$ cat src/rtl/tcrs_regs.svh
// Timing constants for the touch controller reset sequencing pair.
// Assumes a 100 MHz clock (10 ns period) on both ends.
`ifndef TCRS_REGS_SVH
`define TCRS_REGS_SVH

`define TCRS_CLK_PERIOD_NS      10
`define TCRS_RST_MIN_NS         90
`define TCRS_RST_MIN_CYC        ((`TCRS_RST_MIN_NS + `TCRS_CLK_PERIOD_NS - 1) / `TCRS_CLK_PERIOD_NS)
`define TCRS_READY_POR_MS       48
`define TCRS_READY_RST_MS       47
`define TCRS_READY_MAX_MS       70
`define TCRS_CHG_FLOAT_MS       100
`define TCRS_RAMP_CYC           16
`define TCRS_NS_PER_MS          1000000
`define TCRS_MS_TO_CYC(ms)      ((ms) * (`TCRS_NS_PER_MS / `TCRS_CLK_PERIOD_NS))
`define TCRS_CNT_W              32
`define TCRS_RST_CNT_W          8

`endif

$ cat src/rtl/tcrs_pkg.sv
// Types shared by the two ends of the reset sequencing link.
// Assumes the constants header is compiled alongside.
package tcrs_pkg;

    typedef enum logic [4:0] {
        DEV_OFF   = 5'b0_0001,
        DEV_HOLD  = 5'b0_0010,
        DEV_INIT  = 5'b0_0100,
        DEV_READY = 5'b0_1000,
        DEV_PEND  = 5'b1_0000
    } tcrs_dev_state_t;

    typedef enum logic [5:0] {
        HST_OFF   = 6'b00_0001,
        HST_CORE  = 6'b00_0010,
        HST_ANA   = 6'b00_0100,
        HST_HOLD  = 6'b00_1000,
        HST_WAIT  = 6'b01_0000,
        HST_READY = 6'b10_0000
    } tcrs_host_state_t;

endpackage

$ cat src/rtl/tcrs_link_if.sv
// Link between touch controller and its supervising host: reset line,
// supplies, message pending line. Open-drain pending line resolved here.
`timescale 1ns/100ps
interface tcrs_link_if;
    logic reset_n;
    logic core_supply;
    logic analog_supply;
    logic digital_io_supply;
    logic message_pending_n_o;
    logic message_pending_n_oe;
    logic message_pending_n;

    // Pull-up wins unless the device pulls low
    assign message_pending_n = message_pending_n_oe ? message_pending_n_o : 1'b1;

    modport device (
        input  reset_n,
        input  core_supply,
        input  analog_supply,
        input  digital_io_supply,
        input  message_pending_n,
        output message_pending_n_o,
        output message_pending_n_oe
    );

    modport host (
        output reset_n,
        output core_supply,
        output analog_supply,
        output digital_io_supply,
        input  message_pending_n
    );
endinterface

$ cat src/rtl/tcrs_device.sv
// Device end: power-on reset, init delay and message pending signalling.
// Assumes supply and reset levels synchronous to CLK_I.
// Notes on behaviour
// - Device boots by itself via internal POR
// - Host holds reset low during ramp
// - Host releases reset after supplies nominal
// - Core supply comes before analog supply
// - IO supply not later than core
// - Host should control supplies and reset
// - Ready 48 to 70 ms after power-up
// - Init stalls until all supplies present
// - Late analog: host recovers by command; here init just stalls until analog rises, with no command
// - Host reset pulse at least 90 ns
// - Ready 47 to 70 ms after reset
// - Reset by line, not by power removal
// - Reset held low while core off
// - After reset, assert message pending low
// - Host leaves pending line undriven meanwhile
`timescale 1ns/100ps
`include "tcrs_regs.svh"
module tcrs_device
    import tcrs_pkg::*;
#(
    parameter logic [`TCRS_CNT_W-1:0] READY_POR_CYC = `TCRS_MS_TO_CYC(`TCRS_READY_POR_MS),
    parameter logic [`TCRS_CNT_W-1:0] READY_RST_CYC = `TCRS_MS_TO_CYC(`TCRS_READY_RST_MS)
) (
    // Clock and reset
    input  wire logic CLK_I,
    input  wire logic RST_B_I,
    // Link
    tcrs_link_if.device LINK,
    // User side
    input  wire logic MSG_ACK_I,
    output logic      READY_O,
    output logic      IN_RESET_O
);

    ////////////////////////////////////////////////////////////////////
    tcrs_dev_state_t            state;
    tcrs_dev_state_t            next_state;
    logic [`TCRS_CNT_W-1:0]     cnt;
    logic [`TCRS_CNT_W-1:0]     next_cnt;
    logic [`TCRS_CNT_W-1:0]     target;
    logic [`TCRS_CNT_W-1:0]     next_target;
    logic [`TCRS_CNT_W-1:0]     cnt_inc;
    logic                       pend_oe;
    logic                       next_pend_oe;
    logic                       ready;
    logic                       next_ready;
    logic                       in_reset;
    logic                       next_in_reset;
    logic                       supplies_ok;
    logic                       core_lost;
    logic                       held;
    logic                       init_done;

    assign supplies_ok = LINK.core_supply & LINK.analog_supply & LINK.digital_io_supply;
    assign core_lost   = ~LINK.core_supply;
    assign held        = LINK.core_supply & ~LINK.reset_n;
    assign cnt_inc     = cnt + `TCRS_CNT_W'(1);
    // Counting stalls while any supply is missing
    assign init_done   = (state == DEV_INIT) & supplies_ok & (cnt_inc >= target);

    ////////////////////////////////////////////////////////////////////
    // Sequence state; reset line and core loss override every state
    always_comb begin
        next_state = state;
        case (state)
            DEV_OFF: begin
                // Internal POR: no reset edge needed to boot
                if (LINK.core_supply) begin
                    next_state = DEV_INIT;
                end
            end
            DEV_HOLD: begin
                if (LINK.reset_n) begin
                    next_state = DEV_INIT;
                end
            end
            DEV_INIT: begin
                if (init_done) begin
                    next_state = DEV_PEND;
                end
            end
            DEV_PEND: begin
                if (MSG_ACK_I) begin
                    next_state = DEV_READY;
                end
            end
            DEV_READY: begin
                next_state = DEV_READY;
            end
            default: begin
                next_state = DEV_OFF;
            end
        endcase
        if (core_lost) begin
            next_state = DEV_OFF;
        end else if (held) begin
            next_state = DEV_HOLD;
        end
    end

    always_ff @(posedge CLK_I or negedge RST_B_I) begin
        if (!RST_B_I) begin
            state <= DEV_OFF;
        end else begin
            state <= next_state;
        end
    end

    ////////////////////////////////////////////////////////////////////
    // Target picked on the way into init: own POR or line reset
    always_comb begin
        next_target = target;
        case (state)
            DEV_OFF: begin
                next_target = READY_POR_CYC;
            end
            DEV_HOLD: begin
                next_target = READY_RST_CYC;
            end
            default: begin
                next_target = target;
            end
        endcase
    end

    always_ff @(posedge CLK_I or negedge RST_B_I) begin
        if (!RST_B_I) begin
            target <= '0;
        end else begin
            target <= next_target;
        end
    end

    ////////////////////////////////////////////////////////////////////
    // Init delay counter, restarted whenever init is entered again
    always_comb begin
        next_cnt = cnt;
        case (state)
            DEV_OFF: begin
                next_cnt = '0;
            end
            DEV_HOLD: begin
                next_cnt = '0;
            end
            DEV_INIT: begin
                if (supplies_ok) begin
                    next_cnt = cnt_inc;
                end
            end
            default: begin
                next_cnt = cnt;
            end
        endcase
    end

    always_ff @(posedge CLK_I or negedge RST_B_I) begin
        if (!RST_B_I) begin
            cnt <= '0;
        end else begin
            cnt <= next_cnt;
        end
    end

    ////////////////////////////////////////////////////////////////////
    // Flags follow the next state so they land with it:
    // pending never shows without ready; ready stays on in DEV_READY after pending clears
    always_comb begin
        next_pend_oe  = 1'b0;
        next_ready    = 1'b0;
        next_in_reset = 1'b1;
        case (next_state)
            DEV_PEND: begin
                next_pend_oe  = 1'b1;
                next_ready    = 1'b1;
                next_in_reset = 1'b0;
            end
            DEV_READY: begin
                next_ready    = 1'b1;
                next_in_reset = 1'b0;
            end
            default: begin
                next_pend_oe  = 1'b0;
                next_ready    = 1'b0;
                next_in_reset = 1'b1;
            end
        endcase
    end

    always_ff @(posedge CLK_I or negedge RST_B_I) begin
        if (!RST_B_I) begin
            pend_oe  <= 1'b0;
            ready    <= 1'b0;
            in_reset <= 1'b1;
        end else begin
            pend_oe  <= next_pend_oe;
            ready    <= next_ready;
            in_reset <= next_in_reset;
        end
    end

    // Open-drain: only ever drives low, input (floating) otherwise
    assign LINK.message_pending_n_o  = 1'b0;
    assign LINK.message_pending_n_oe = pend_oe;
    assign READY_O                   = ready;
    assign IN_RESET_O                = in_reset;

endmodule // tcrs_device

$ cat src/flat_wrapper.sv
// flat-port wrapper written by rule: the top's interface ports become plain ports
module tcrs_device_flat import tcrs_pkg::*;
#(
    parameter logic [`TCRS_CNT_W-1:0] READY_POR_CYC = `TCRS_MS_TO_CYC(`TCRS_READY_POR_MS),
    parameter logic [`TCRS_CNT_W-1:0] READY_RST_CYC = `TCRS_MS_TO_CYC(`TCRS_READY_RST_MS)
)
  (CLK_I, RST_B_I, MSG_ACK_I, READY_O, IN_RESET_O, LINK_reset_n, LINK_core_supply, LINK_analog_supply, LINK_digital_io_supply, LINK_message_pending_n_o, LINK_message_pending_n_oe);
  tcrs_link_if LINK_i ();
  input  wire logic CLK_I;
  input  wire logic RST_B_I;
  input  wire logic MSG_ACK_I;
  output logic READY_O;
  output logic IN_RESET_O;
  input wire logic [$bits(LINK_i.reset_n)-1:0] LINK_reset_n;
  input wire logic [$bits(LINK_i.core_supply)-1:0] LINK_core_supply;
  input wire logic [$bits(LINK_i.analog_supply)-1:0] LINK_analog_supply;
  input wire logic [$bits(LINK_i.digital_io_supply)-1:0] LINK_digital_io_supply;
  output wire logic [$bits(LINK_i.message_pending_n_o)-1:0] LINK_message_pending_n_o;
  output wire logic [$bits(LINK_i.message_pending_n_oe)-1:0] LINK_message_pending_n_oe;
  assign LINK_i.reset_n = LINK_reset_n;
  assign LINK_i.core_supply = LINK_core_supply;
  assign LINK_i.analog_supply = LINK_analog_supply;
  assign LINK_i.digital_io_supply = LINK_digital_io_supply;
  assign LINK_message_pending_n_o = LINK_i.message_pending_n_o;
  assign LINK_message_pending_n_oe = LINK_i.message_pending_n_oe;
  tcrs_device #(.READY_POR_CYC(READY_POR_CYC), .READY_RST_CYC(READY_RST_CYC)) u_core (.CLK_I(CLK_I), .RST_B_I(RST_B_I), .LINK(LINK_i), .MSG_ACK_I(MSG_ACK_I), .READY_O(READY_O), .IN_RESET_O(IN_RESET_O));
endmodule
$ cat config.mk
export PLATFORM = sky130hd
export DESIGN_NAME = tcrs_device_flat
export DESIGN_NICKNAME = d
export VERILOG_FILES = /design/src/rtl/tcrs_pkg.sv /design/src/rtl/tcrs_link_if.sv /design/src/rtl/tcrs_device.sv /design/src/flat_wrapper.sv
export VERILOG_INCLUDE_DIRS = /design/src /design/src/rtl
export SDC_FILE = /design/constraint.sdc
export NUM_CORES = 1
export LEC_CHECK = 0
export ABC_AREA = 1
export BUFFER_PORTS_ARGS = -buffer_cell sky130_fd_sc_hd__buf_2
export CORE_AREA = 2 2 90 92
export DETAILED_ROUTE_END_ITERATION = 8
export DIE_AREA = 0 0 92 94
export SLEW_MARGIN = 10
export SYNTH_ARGS = -nofsm -noshare
export SYNTH_HDL_FRONTEND = slang
export SYNTH_SLANG_ARGS = --single-unit
$ cat constraint.sdc
create_clock -name CLK_I -period 4.3 [get_ports CLK_I]
set_input_delay 0 -clock CLK_I [delete_from_list [all_inputs] [get_ports CLK_I]]
set_output_delay 0 -clock CLK_I [all_outputs]
set_load 0.005 [all_outputs]
Yosys cells after proc, flatten, opt, wreduce, memory -nomap -nowiden --
Index checks and enable logic that the tools add are counted.
Word-level totals: flip-flop bits (word level) 72, bits of input ports 7, word-level logic and storage cells 39
Cells by class: add/sub/neg operators 1, magnitude comparators 1, equal/unequal tests 8, mux-type cells 12, bitwise operators 6, reductions and logical operators 5
Operators by type and width (count):
- $pmux 32 s2 | 2
- $add 32x1->32 const B | 1
- $ge 32x32->1 | 1
- $mux 32 | 1
- $mux 5 | 5
- $pmux 5 s5 | 1
- $eq 5x4->1 const B | 2
- $eq 5x5->1 const B | 2
- $and 1x1->1 | 5
- $eq 5x1->1 const B | 1
- $eq 5x2->1 const B | 1
- $eq 5x3->1 const B | 1
- $reduce_bool 2->1 | 2
- $reduce_or 2->1 | 2
- $mux 1 | 3
- $ne 2x1->1 const B | 1
- $reduce_and 2->1 | 1
- $not 1->1 | 1

Longest topological paths before layout --
Gate-level depths: netlist of the first run.
depth after elaboration 11, depth in mapped cells 19, mapped depth without buffers 19

Worst setup path after synthesis of the first run --
Ideal clock, no wire load.
kind flip-flop to flip-flop, start point reg u_core.cnt[0], end point reg u_core.ready (netlist: u_core.READY_O), setup time 118 ps, arrival time 2451 ps, required time 4182 ps, path slack 1731 ps, stages on the path, launching flop included 19, cells stage by stage dfrtp_1 -> ha_1 -> nand3_2 -> nor3_2 -> nand3_1 -> nor2_1 -> xor2_1 -> inv_1 -> ha_1 -> nand2_1 -> nor2_1 -> a211oi_1 -> nor2_1 -> nor2_2 -> nand3_2 -> nand2_2 -> nand2_2 -> nand2_2 -> nand2_1
On the way: cells in the longest elaborated chain, start to end 10
RTL lines:
- start: declaration | line tcrs_device.sv:41 | logic [`TCRS_CNT_W-1:0] cnt;
- start signal: assignment | line tcrs_device.sv:163 | cnt <= next_cnt;
- $add 32x1->32 * | line tcrs_device.sv:60 | assign cnt_inc = cnt + `TCRS_CNT_W'(1);
- $ge 32x32->1 * | line tcrs_device.sv:62 | assign init_done = (state == DEV_INIT) & supplies_ok & (cnt_inc >= target);
- $and 1x1->1 * | line tcrs_device.sv:62
- $mux 5 * | line tcrs_device.sv:81 | if (init_done) begin
- $pmux 5 s5 * | line tcrs_device.sv:68 | case (state)
- $mux 5 * | line tcrs_device.sv:99 | end else if (held) begin
- $mux 5 * | line tcrs_device.sv:97 | if (core_lost) begin
- $eq 5x5->1 / $eq 5x4->1 (equally long branches) | line tcrs_device.sv:174 | case (next_state)
- $reduce_or 2->1 (no source line) *
- $mux 1 * | line tcrs_device.sv:174
- named net u_core.next_ready | line tcrs_device.sv:49 | logic next_ready;
- end signal: assignment | line tcrs_device.sv:199 | ready <= next_ready;
- end: declaration | line tcrs_device.sv:48 | logic ready;
The timed path passes the listed nets; every way through them passes the cells marked *. A chain may end at the register's enable or synchronous reset.

Worst setup path in the final report of the first run --
Ends and elaborated chain as after synthesis.

==> run summary, run 1 <==
=================================================================================
Clock Latency Late Sink                                                   0.31 ns
Peak Freq                                                                 340 MHz
Maximum vdd ir drop                                                        147 µV
Leading cell type in the layout, fill and taps excluded              sky130_fd_sc_hd__nand2_1
Die span in x                                                               92 µm
Power per cell area                                                    264 nW/µm²
Clk sinks                                                                      43
Vias in the first global route                                              2,656
Largest net degree at the start of global routing                              44
GPL Wtd Cong                                                                0.869
Data required time at the worst endpoint                                  4.51 ns
Global route overflow                                                           0
Diodes inserted                                                                 0
Post-detailed-route via-to-cell ratio                                        4.93
Worst reg-to-reg setup slack                                              1.36 ns
Fill cell instance count of the final layout                                  811
Period minus WS final                                                     2.94 ns
Class of the most critical hold timing path                                in2reg
Number of cells on the worst reg-to-reg path                                   18
Total number of yosys warnings                                                  0
Antenna Nets Post-Route                                                         0
Fraction of registers with async set/reset                                   1.00
Net count of the mapped netlist                                               441
Maximum root-to-sink buffer count                                               2
Routed len/inst                                                           13.7 µm
Placement Rows                                                                 32
Critical path data arrival time                                           3.15 ns
Area overhead of the layout relative to synthesis                           11.2%
Net total in the final layout                                                 457
Seq cells post-synth                                                           43
Terminating pin of the worst hold path                               u_core.IN_RESET_O
Post-Syn Instances                                                            419
CTS H-tree depth                                                                2
Count of buffers inserted at the top-level ports                                9
Full die area                                                            8650 µm²
Ratio of cells with drive above 1 in the final layout                       0.115
Status                                                               finished clean
Placed cells                                                                  526
Mapped cell area                                                         2990 µm²
Beginning of the worst register-to-register path                     u_core.cnt[0]
Post-DP HPWL                                                              5490 µm
Number of max-cap violations                                                    0
Post-synth EDFFs                                                                0
Core ar.                                                                 7610 µm²
Sequential-to-total area share from yosys stat                              0.361
Total routing resource utilization after global routing                     0.188
Clock slew seen by the registers of the worst setup and hold paths        0.10 ns
Number of detailed-route iterations in the first pass                           4
Number of buffers created by CTS                                                5
Buffers inserted by post-CTS timing repair                                      0
First-pass GRT wire length                                              12,900 µm
Headroom to the max-slew limit                                              0.321
Clock Skew                                                              0.0112 ns
TritonCTS clock tree                                                         done
Hold-fix buffers, CTS                                                           4
Initial detailed-routing violation count                                      159
Startpoint type of the worst setup path                                 flip-flop
Number of cells on the worst hold path                                          5
Total of cells resized after clock tree synthesis                               0
Largest fanout on the critical path                                             5
RSZ-0062 raised after global routing                                        false
Type of element capturing the critical path                             flip-flop
Static leakage                                                            1.62 nW
Most common flop cell mapped by yosys                                sky130_fd_sc_hd__dfrtp_1
Residual DRC                                                                    0
Total wire length                                                         7370 µm
Io pins                                                                        11
Crit Reg-Reg Endpoint                                                u_core.READY_O
Hold Startpoint                                                         MSG_ACK_I
Top library cells by usage in the layout, fill and taps aside        sky130_fd_sc_hd__nand2_1, sky130_fd_sc_hd__inv_1, sky130_fd_sc_hd__nor2_1
Final hold violation count                                                      0
DR vias                                                                     2,651
Mean Syn Cell Area                                                       7.13 µm²
Least-Margin Pin Slew                                                     1.02 ns
Worst setup path class                                                    reg2reg
Max-slew violation count                                                        0
Vertical die dimension                                                      94 µm
Final period util                                                           0.684
Fin cells                                                                     538
Total Negative Setup Slacks                                                  0 ns
Antenna violations before repair                                                0
Effective utilization at floorplan                                          0.393
CTS Root Cell                                                        sky130_fd_sc_hd__clkbuf_8
Final setup violation count                                                     0
Unique cell type count in the Yosys netlist                                    36
=================================================================================
-- worst max path at each step --
stage / to / depth (start not counted) / slack, ns / from
5_1_grt: u_core.READY_O / 18 / 0.98 / u_core.cnt[0]
2_1_floorplan: u_core.READY_O / 18 / 1.73 / u_core.cnt[0]
6_report: u_core.READY_O / 18 / 1.36 / u_core.cnt[0]
4_1_cts: u_core.READY_O / 18 / 1.37 / u_core.cnt[0]
3_5_place_dp: u_core.READY_O / 18 / 1.39 / u_core.cnt[0]
3_3_place_gp: u_core.READY_O / 18 / 1.48 / u_core.cnt[0]
-- metrics by stage --
step,total power [W],util,setup slack (ns),hold slack (ns),area (µm²)
detailed placement,0.000493,0.413,1.39,0.189,3140
CTS,0.000884,0.437,1.37,0.0344,3320
finish,0.000878,0.437,1.36,0.0317,3320
global placement,0.000492,0.413,1.48,0.184,3140
global route,0.000908,0.437,0.982,0.0757,3320
floorplan,0.000464,-,1.73,-0.296,2990
-- logic make-up after synthesis --
kind of cell	synth area share
AO/OA/AOI/OAI	0.0955
adder cells (fa/ha/maj)	0.0628
other	0.00126
XOR/XNOR	0.0411
buffers and inverters	0.0867
flip-flops	0.361
AND/OR/NAND/NOR	0.351
-- power breakdown --
part | total (W) | switching (W) | internal [W]
combinational | 0.0000735 | 0.0000517 | 0.0000218
clock | 0.000392 | 0.000160 | 0.000232
sequential | 0.000413 | 0.00000320 | 0.000410
total | 0.000878 | 0.000215 | 0.000663
-- Yosys cell counts (2+ instances only) --
master                     number  share of area
sky130_fd_sc_hd__o22ai_1       11          0.023
sky130_fd_sc_hd__nand4_1        6          0.013
sky130_fd_sc_hd__a22o_1         6          0.018
sky130_fd_sc_hd__o21ai_0       20          0.034
sky130_fd_sc_hd__inv_1         57          0.072
sky130_fd_sc_hd__nand3_2        2         0.0067
sky130_fd_sc_hd__nand2_2        6          0.013
sky130_fd_sc_hd__nand3_1       23          0.039
sky130_fd_sc_hd__nand2_1      122           0.15
sky130_fd_sc_hd__nor3_1         7          0.012
sky130_fd_sc_hd__buf_2          3         0.0050
sky130_fd_sc_hd__ha_1          15          0.063
sky130_fd_sc_hd__xor2_1        14          0.041
sky130_fd_sc_hd__clkbuf_1       2         0.0025
sky130_fd_sc_hd__nor2_2         9          0.019
sky130_fd_sc_hd__nor2_1        48          0.060
sky130_fd_sc_hd__a21oi_1        5         0.0084
sky130_fd_sc_hd__dfrtp_1       41           0.34
sky130_fd_sc_hd__inv_2          3         0.0038
sky130_fd_sc_hd__nor2_4         2         0.0075
sky130_fd_sc_hd__dfstp_2        2          0.018
-- flip-flops by register name, summed over array words and instances (netlist names) --
name,count
u_core.IN_RESET_O,1
u_core.LINK.message_pending_n_oe,1
u_core.READY_O,1
u_core.cnt,32
u_core.state,5
u_core.target,3
-- critical path, stage by stage, from the launching register on --
cell and delay (ns):
sky130_fd_sc_hd__dfrtp_1 0.42, sky130_fd_sc_hd__ha_1 0.25, sky130_fd_sc_hd__nand3_2 0.15, sky130_fd_sc_hd__nor3_2 0.32, sky130_fd_sc_hd__nand3_1 0.18, sky130_fd_sc_hd__nor2_1 0.18, sky130_fd_sc_hd__xor2_1 0.21, sky130_fd_sc_hd__inv_1 0.06
sky130_fd_sc_hd__ha_1 0.29, sky130_fd_sc_hd__nand2_1 0.06, sky130_fd_sc_hd__nor2_1 0.04, sky130_fd_sc_hd__a211oi_1 0.17, sky130_fd_sc_hd__nor2_1 0.08, sky130_fd_sc_hd__nor2_2 0.09, sky130_fd_sc_hd__nand3_2 0.07, sky130_fd_sc_hd__nand2_2 0.07
sky130_fd_sc_hd__nand2_2 0.06, sky130_fd_sc_hd__nand2_2 0.07, sky130_fd_sc_hd__nand2_1 0.06
-- layer usage --
layer / wire, µm / part of all wire / track usage
met1: 3490 / 0.47 / 0.248
met2: 3500 / 0.48 / 0.325
met4: 87 / 0.012 / 0.0498
met5: 0 / 0 / 0
met3: 295 / 0.040 / 0.0249
-- layout make-up --
cell class,count,area [µm²],area share
well taps,102,128,0.0384
clock buffers,5,68.8,0.0207
repair buffers,15,100,0.0301
flip-flops and latches,43,1080,0.325
inverters,61,229,0.0690
clock inverters,3,67.6,0.0203
multi-input cells,309,1650,0.497
(Power assumes the default switching activity.)
==> run 2, diff against run 1 <==
Settings changed: ABC_AREA 1 to 0, CORE_AREA 2 2 90 92 to 2 2 89 91, DIE_AREA 0 0 92 94 to 0 0 91 93.
Clock period 4.3 ns to 2.6 ns, I/O delays scaled along.
==> run summary, run 2 <==
=================================================================================
Initial detailed-routing violation count                                      108
Net total in the final layout                                                 458
TritonCTS clock tree                                                         done
Number of max-cap violations                                                    0
Switching portion of total power                                            0.259
Power per cell area                                                    337 nW/µm²
Worst setup margin                                                      -0.334 ns
Ratio of cells with drive above 1 in the final layout                       0.288
Cell taking the most area after synthesis                            sky130_fd_sc_hd__dfrtp_1
Static leakage                                                            1.86 nW
Sequential cell area                                                     1080 µm²
Crit Reg-Reg Endpoint                                                u_core.state[2]
Unique cell type count in the Yosys netlist                                    53
Critical path data arrival time                                           3.16 ns
Hold slack                                                             0.00885 ns
First-pass GRT wire length                                              13,200 µm
Top library cells by usage in the layout, fill and taps aside        sky130_fd_sc_hd__buf_4, sky130_fd_sc_hd__nand2_1, sky130_fd_sc_hd__dfrtp_1
Max-slew violation count                                                        0
Full die area                                                            8460 µm²
Seq cells post-synth                                                           43
Clk sinks                                                                      43
Area of all placed cells without fillers                                 3860 µm²
Core ar.                                                                 7530 µm²
Clock Skew                                                             0.00657 ns
Vias in the first global route                                              2,730
Worst setup path class                                                    reg2reg
Registers with the most flip-flops                                   u_core.cnt: 32 flops, u_core.state: 5 flops, u_core.target: 3 flops
Global Route met1 Usage                                                     0.258
Top cells by area in the synthesized netlist                         sky130_fd_sc_hd__dfrtp_1, sky130_fd_sc_hd__nand2_1, sky130_fd_sc_hd__ha_1
Post-DP HPWL                                                              5570 µm
Type of element capturing the critical path                             flip-flop
Maximum vdd ir drop                                                        203 µV
Mean Syn Cell Area                                                       8.17 µm²
Die span in x                                                               91 µm
Mapped cell area                                                         2910 µm²
Global route overflow                                                           0
Number of detailed-route iterations in the first pass                           4
CTS Root Cell                                                        sky130_fd_sc_hd__clkbuf_8
Clock slew seen by the registers of the worst setup and hold paths        0.08 ns
Largest register FFs                                                           32
Net count of the mapped netlist                                               378
Worst reg-to-reg setup slack                                             -0.33 ns
Startpoint of the worst setup timing path                            u_core.cnt[7]
Maximum root-to-sink buffer count                                               2
Footprint of the multi-input gates                                       1850 µm²
Fill cell instance count of the final layout                                  742
Routed len/inst                                                           14.4 µm
Final setup violation count                                                     5
Effective utilization at floorplan                                          0.386
Total number of yosys warnings                                                  0
Met3 usage                                                                 0.0242
Headroom to the max-slew limit                                              0.328
Combinational power share                                                   0.100
Ranking of synthesized cells by instance count                       sky130_fd_sc_hd__nand2_1, sky130_fd_sc_hd__dfrtp_1, sky130_fd_sc_hd__o21ai_0
Total routing resource utilization after global routing                     0.192
Data required time at the worst endpoint                                  2.82 ns
Design internal power                                                  0.000964 W
Class of the most critical hold timing path                                in2reg
Fraction of registers with async set/reset                                   1.00
Post-detailed-route via-to-cell ratio                                        5.29
Most common flop cell mapped by yosys                                sky130_fd_sc_hd__dfrtp_1
Largest net degree at the start of global routing                              44
Share of power burned in registers                                          0.532
Global Route met2 Usage                                                     0.332
Final period util                                                            1.13
Register with the highest flop count                                   u_core.cnt
Top-count cell post-synth                                            sky130_fd_sc_hd__nand2_1
GRT Max-Usage Layer                                                          met2
Post-Syn Instances                                                            356
Power dissipated by switching net loads                                0.000336 W
DR vias                                                                     2,849
Vertical die dimension                                                      93 µm
Antenna violations before repair                                                0
Leading cell type in the layout, fill and taps excluded              sky130_fd_sc_hd__buf_4
Placement Rows                                                                 32
Diodes inserted                                                                 0
Area overhead of the layout relative to synthesis                           32.7%
Sequential-to-total area share from yosys stat                              0.371
Placement Cell Area                                                      3520 µm²
Largest fanout on the critical path                                             3
Beginning of the worst register-to-register path                     u_core.cnt[7]
Failing checks                                                       setup timing
CTS H-tree depth                                                                2
Startpoint type of the worst setup path                                 flip-flop
Number of buffers created by CTS                                                5
Count of buffers inserted at the top-level ports                                9
Least-Margin Pin Slew                                                     1.01 ns
Number of cells on the worst reg-to-reg path                                    9
Antenna Nets Post-Route                                                         0
Total wire length                                                         7780 µm
Peak Freq                                                                 341 MHz
RSZ-0062 raised after global routing                                         true
Residual DRC                                                                    0
Share of the synthesized area in the top cell type                          0.353
Io pins                                                                        11
Clock Latency Late Sink                                                   0.30 ns
GPL Wtd Cong                                                                0.836
Status                                                               finished with violations
Final hold violation count                                                      0
Period minus WS final                                                     2.93 ns
Post-synth EDFFs                                                                0
Capturing element of the worst setup path                            u_core.state[2]
Clock group share of total power                                            0.367
=================================================================================
[run 2: cell count changes after synthesis, sizes merged, moves of 4 or more]
cell / before / now
o22ai: 11 / 1
xor2: 14 / 8
nor2: 60 / 29
nand2: 129 / 62
and4: 0 / 4
clkbuf: 2 / 13
and3: 1 / 6
inv: 60 / 10
o21ai: 21 / 35
a22o: 6 / 1
a21oi: 6 / 20
xnor2: 0 / 11
and2: 0 / 4
o31ai: 0 / 11
[run 2: cell type report]
cell class,instances,area share
flip-flops and latches,43,0.279
clock buffers,8,0.0259
inverters,10,0.00972
well taps,102,0.0331
repair buffers,89,0.173
multi-input cells,287,0.478
[run 2: timing repair]
| action | in CTS | in global routing |
|---|---|---|
| hold buffers | 3 | 0 |
| setup buffers | 4 | 7 |
| setup endpoints to repair | 5 | 5 |
| hold endpoints to repair | 46 | 0 |
| gates cloned | 0 | 0 |
| pin swaps | 10 | 19 |
| gates resized for setup | 11 | 17 |
[run 2: cell families (layout without fill, tap and decap cells)]
family	count (synthesis)	count (layout)	share of synthesized area
AO/OA/AOI/OAI	87	87	0.183
XOR/XNOR	19	19	0.0572
adder cells (fa/ha/maj)	15	15	0.0645
buffers and inverters	26	107	0.0379
flip-flops	43	43	0.371
multiplexers	1	1	0.00387
other	1	1	0.00129
AND/OR/NAND/NOR	164	164	0.281
[run 2: power by group through the flow]
stage | Combinational (W) | Clock [W] | Sequential [W]
3_5_place_dp | 0.000125 | 0 | 0.000705
3_3_place_gp | 0.000121 | 0 | 0.000705
2_1_floorplan | 0.0000733 | 0 | 0.000700
5_1_grt | 0.000148 | 0.000516 | 0.000694
4_1_cts | 0.000130 | 0.000486 | 0.000692
6_report | 0.000131 | 0.000477 | 0.000692
[run 2: per-stage QoR]
stage,instances,setup WS [ns],power (W),utilization,TNS (ns)
after floorplan,356,-0.457,0.000773,-,-1.93
after global placement,517,-0.396,0.000827,0.468,-1.88
after detailed placement,517,-0.452,0.000830,0.468,-2.06
after CTS,532,-0.310,0.00131,0.495,-1.37
after global routing,539,-0.451,0.00136,0.513,-1.81
final,539,-0.334,0.00130,0.513,-1.18
[run 2: metal layers]
| layer | up-vias | part of all wire |
|---|---|---|
| li1 | 1432 | - |
| met1 | 1377 | 0.49 |
| met2 | 36 | 0.48 |
| met3 | 4 | 0.027 |
| met4 | 0 | 0.0084 |
| met5 | - | 0 |
[run 2: critical path, stage by stage (launching register included)]
cell and delay [ns]:
sky130_fd_sc_hd__dfrtp_1 0.42, sky130_fd_sc_hd__nand2_1 0.09, sky130_fd_sc_hd__or4b_4 0.56, sky130_fd_sc_hd__or4_4 0.44
sky130_fd_sc_hd__xnor2_1 0.14, sky130_fd_sc_hd__ha_1 0.28, sky130_fd_sc_hd__a21boi_0 0.13, sky130_fd_sc_hd__a22o_1 0.26
sky130_fd_sc_hd__or4_1 0.47, sky130_fd_sc_hd__o21ai_1 0.08
[run 2: worst min path at each step]
stage,start,endpoint,slack (ns),cells after the start
2_1_floorplan,RST_B_I,u_core.LINK.message_pending_n_oe,-0.30,0
3_3_place_gp,RST_B_I,u_core.cnt[5],0.21,1
3_5_place_dp,LINK_reset_n,u_core.state[1],0.22,2
4_1_cts,LINK_core_supply,u_core.state[0],0.006,3
5_1_grt,LINK_core_supply,u_core.state[1],0.02,2
6_report,LINK_core_supply,u_core.state[0],0.009,3
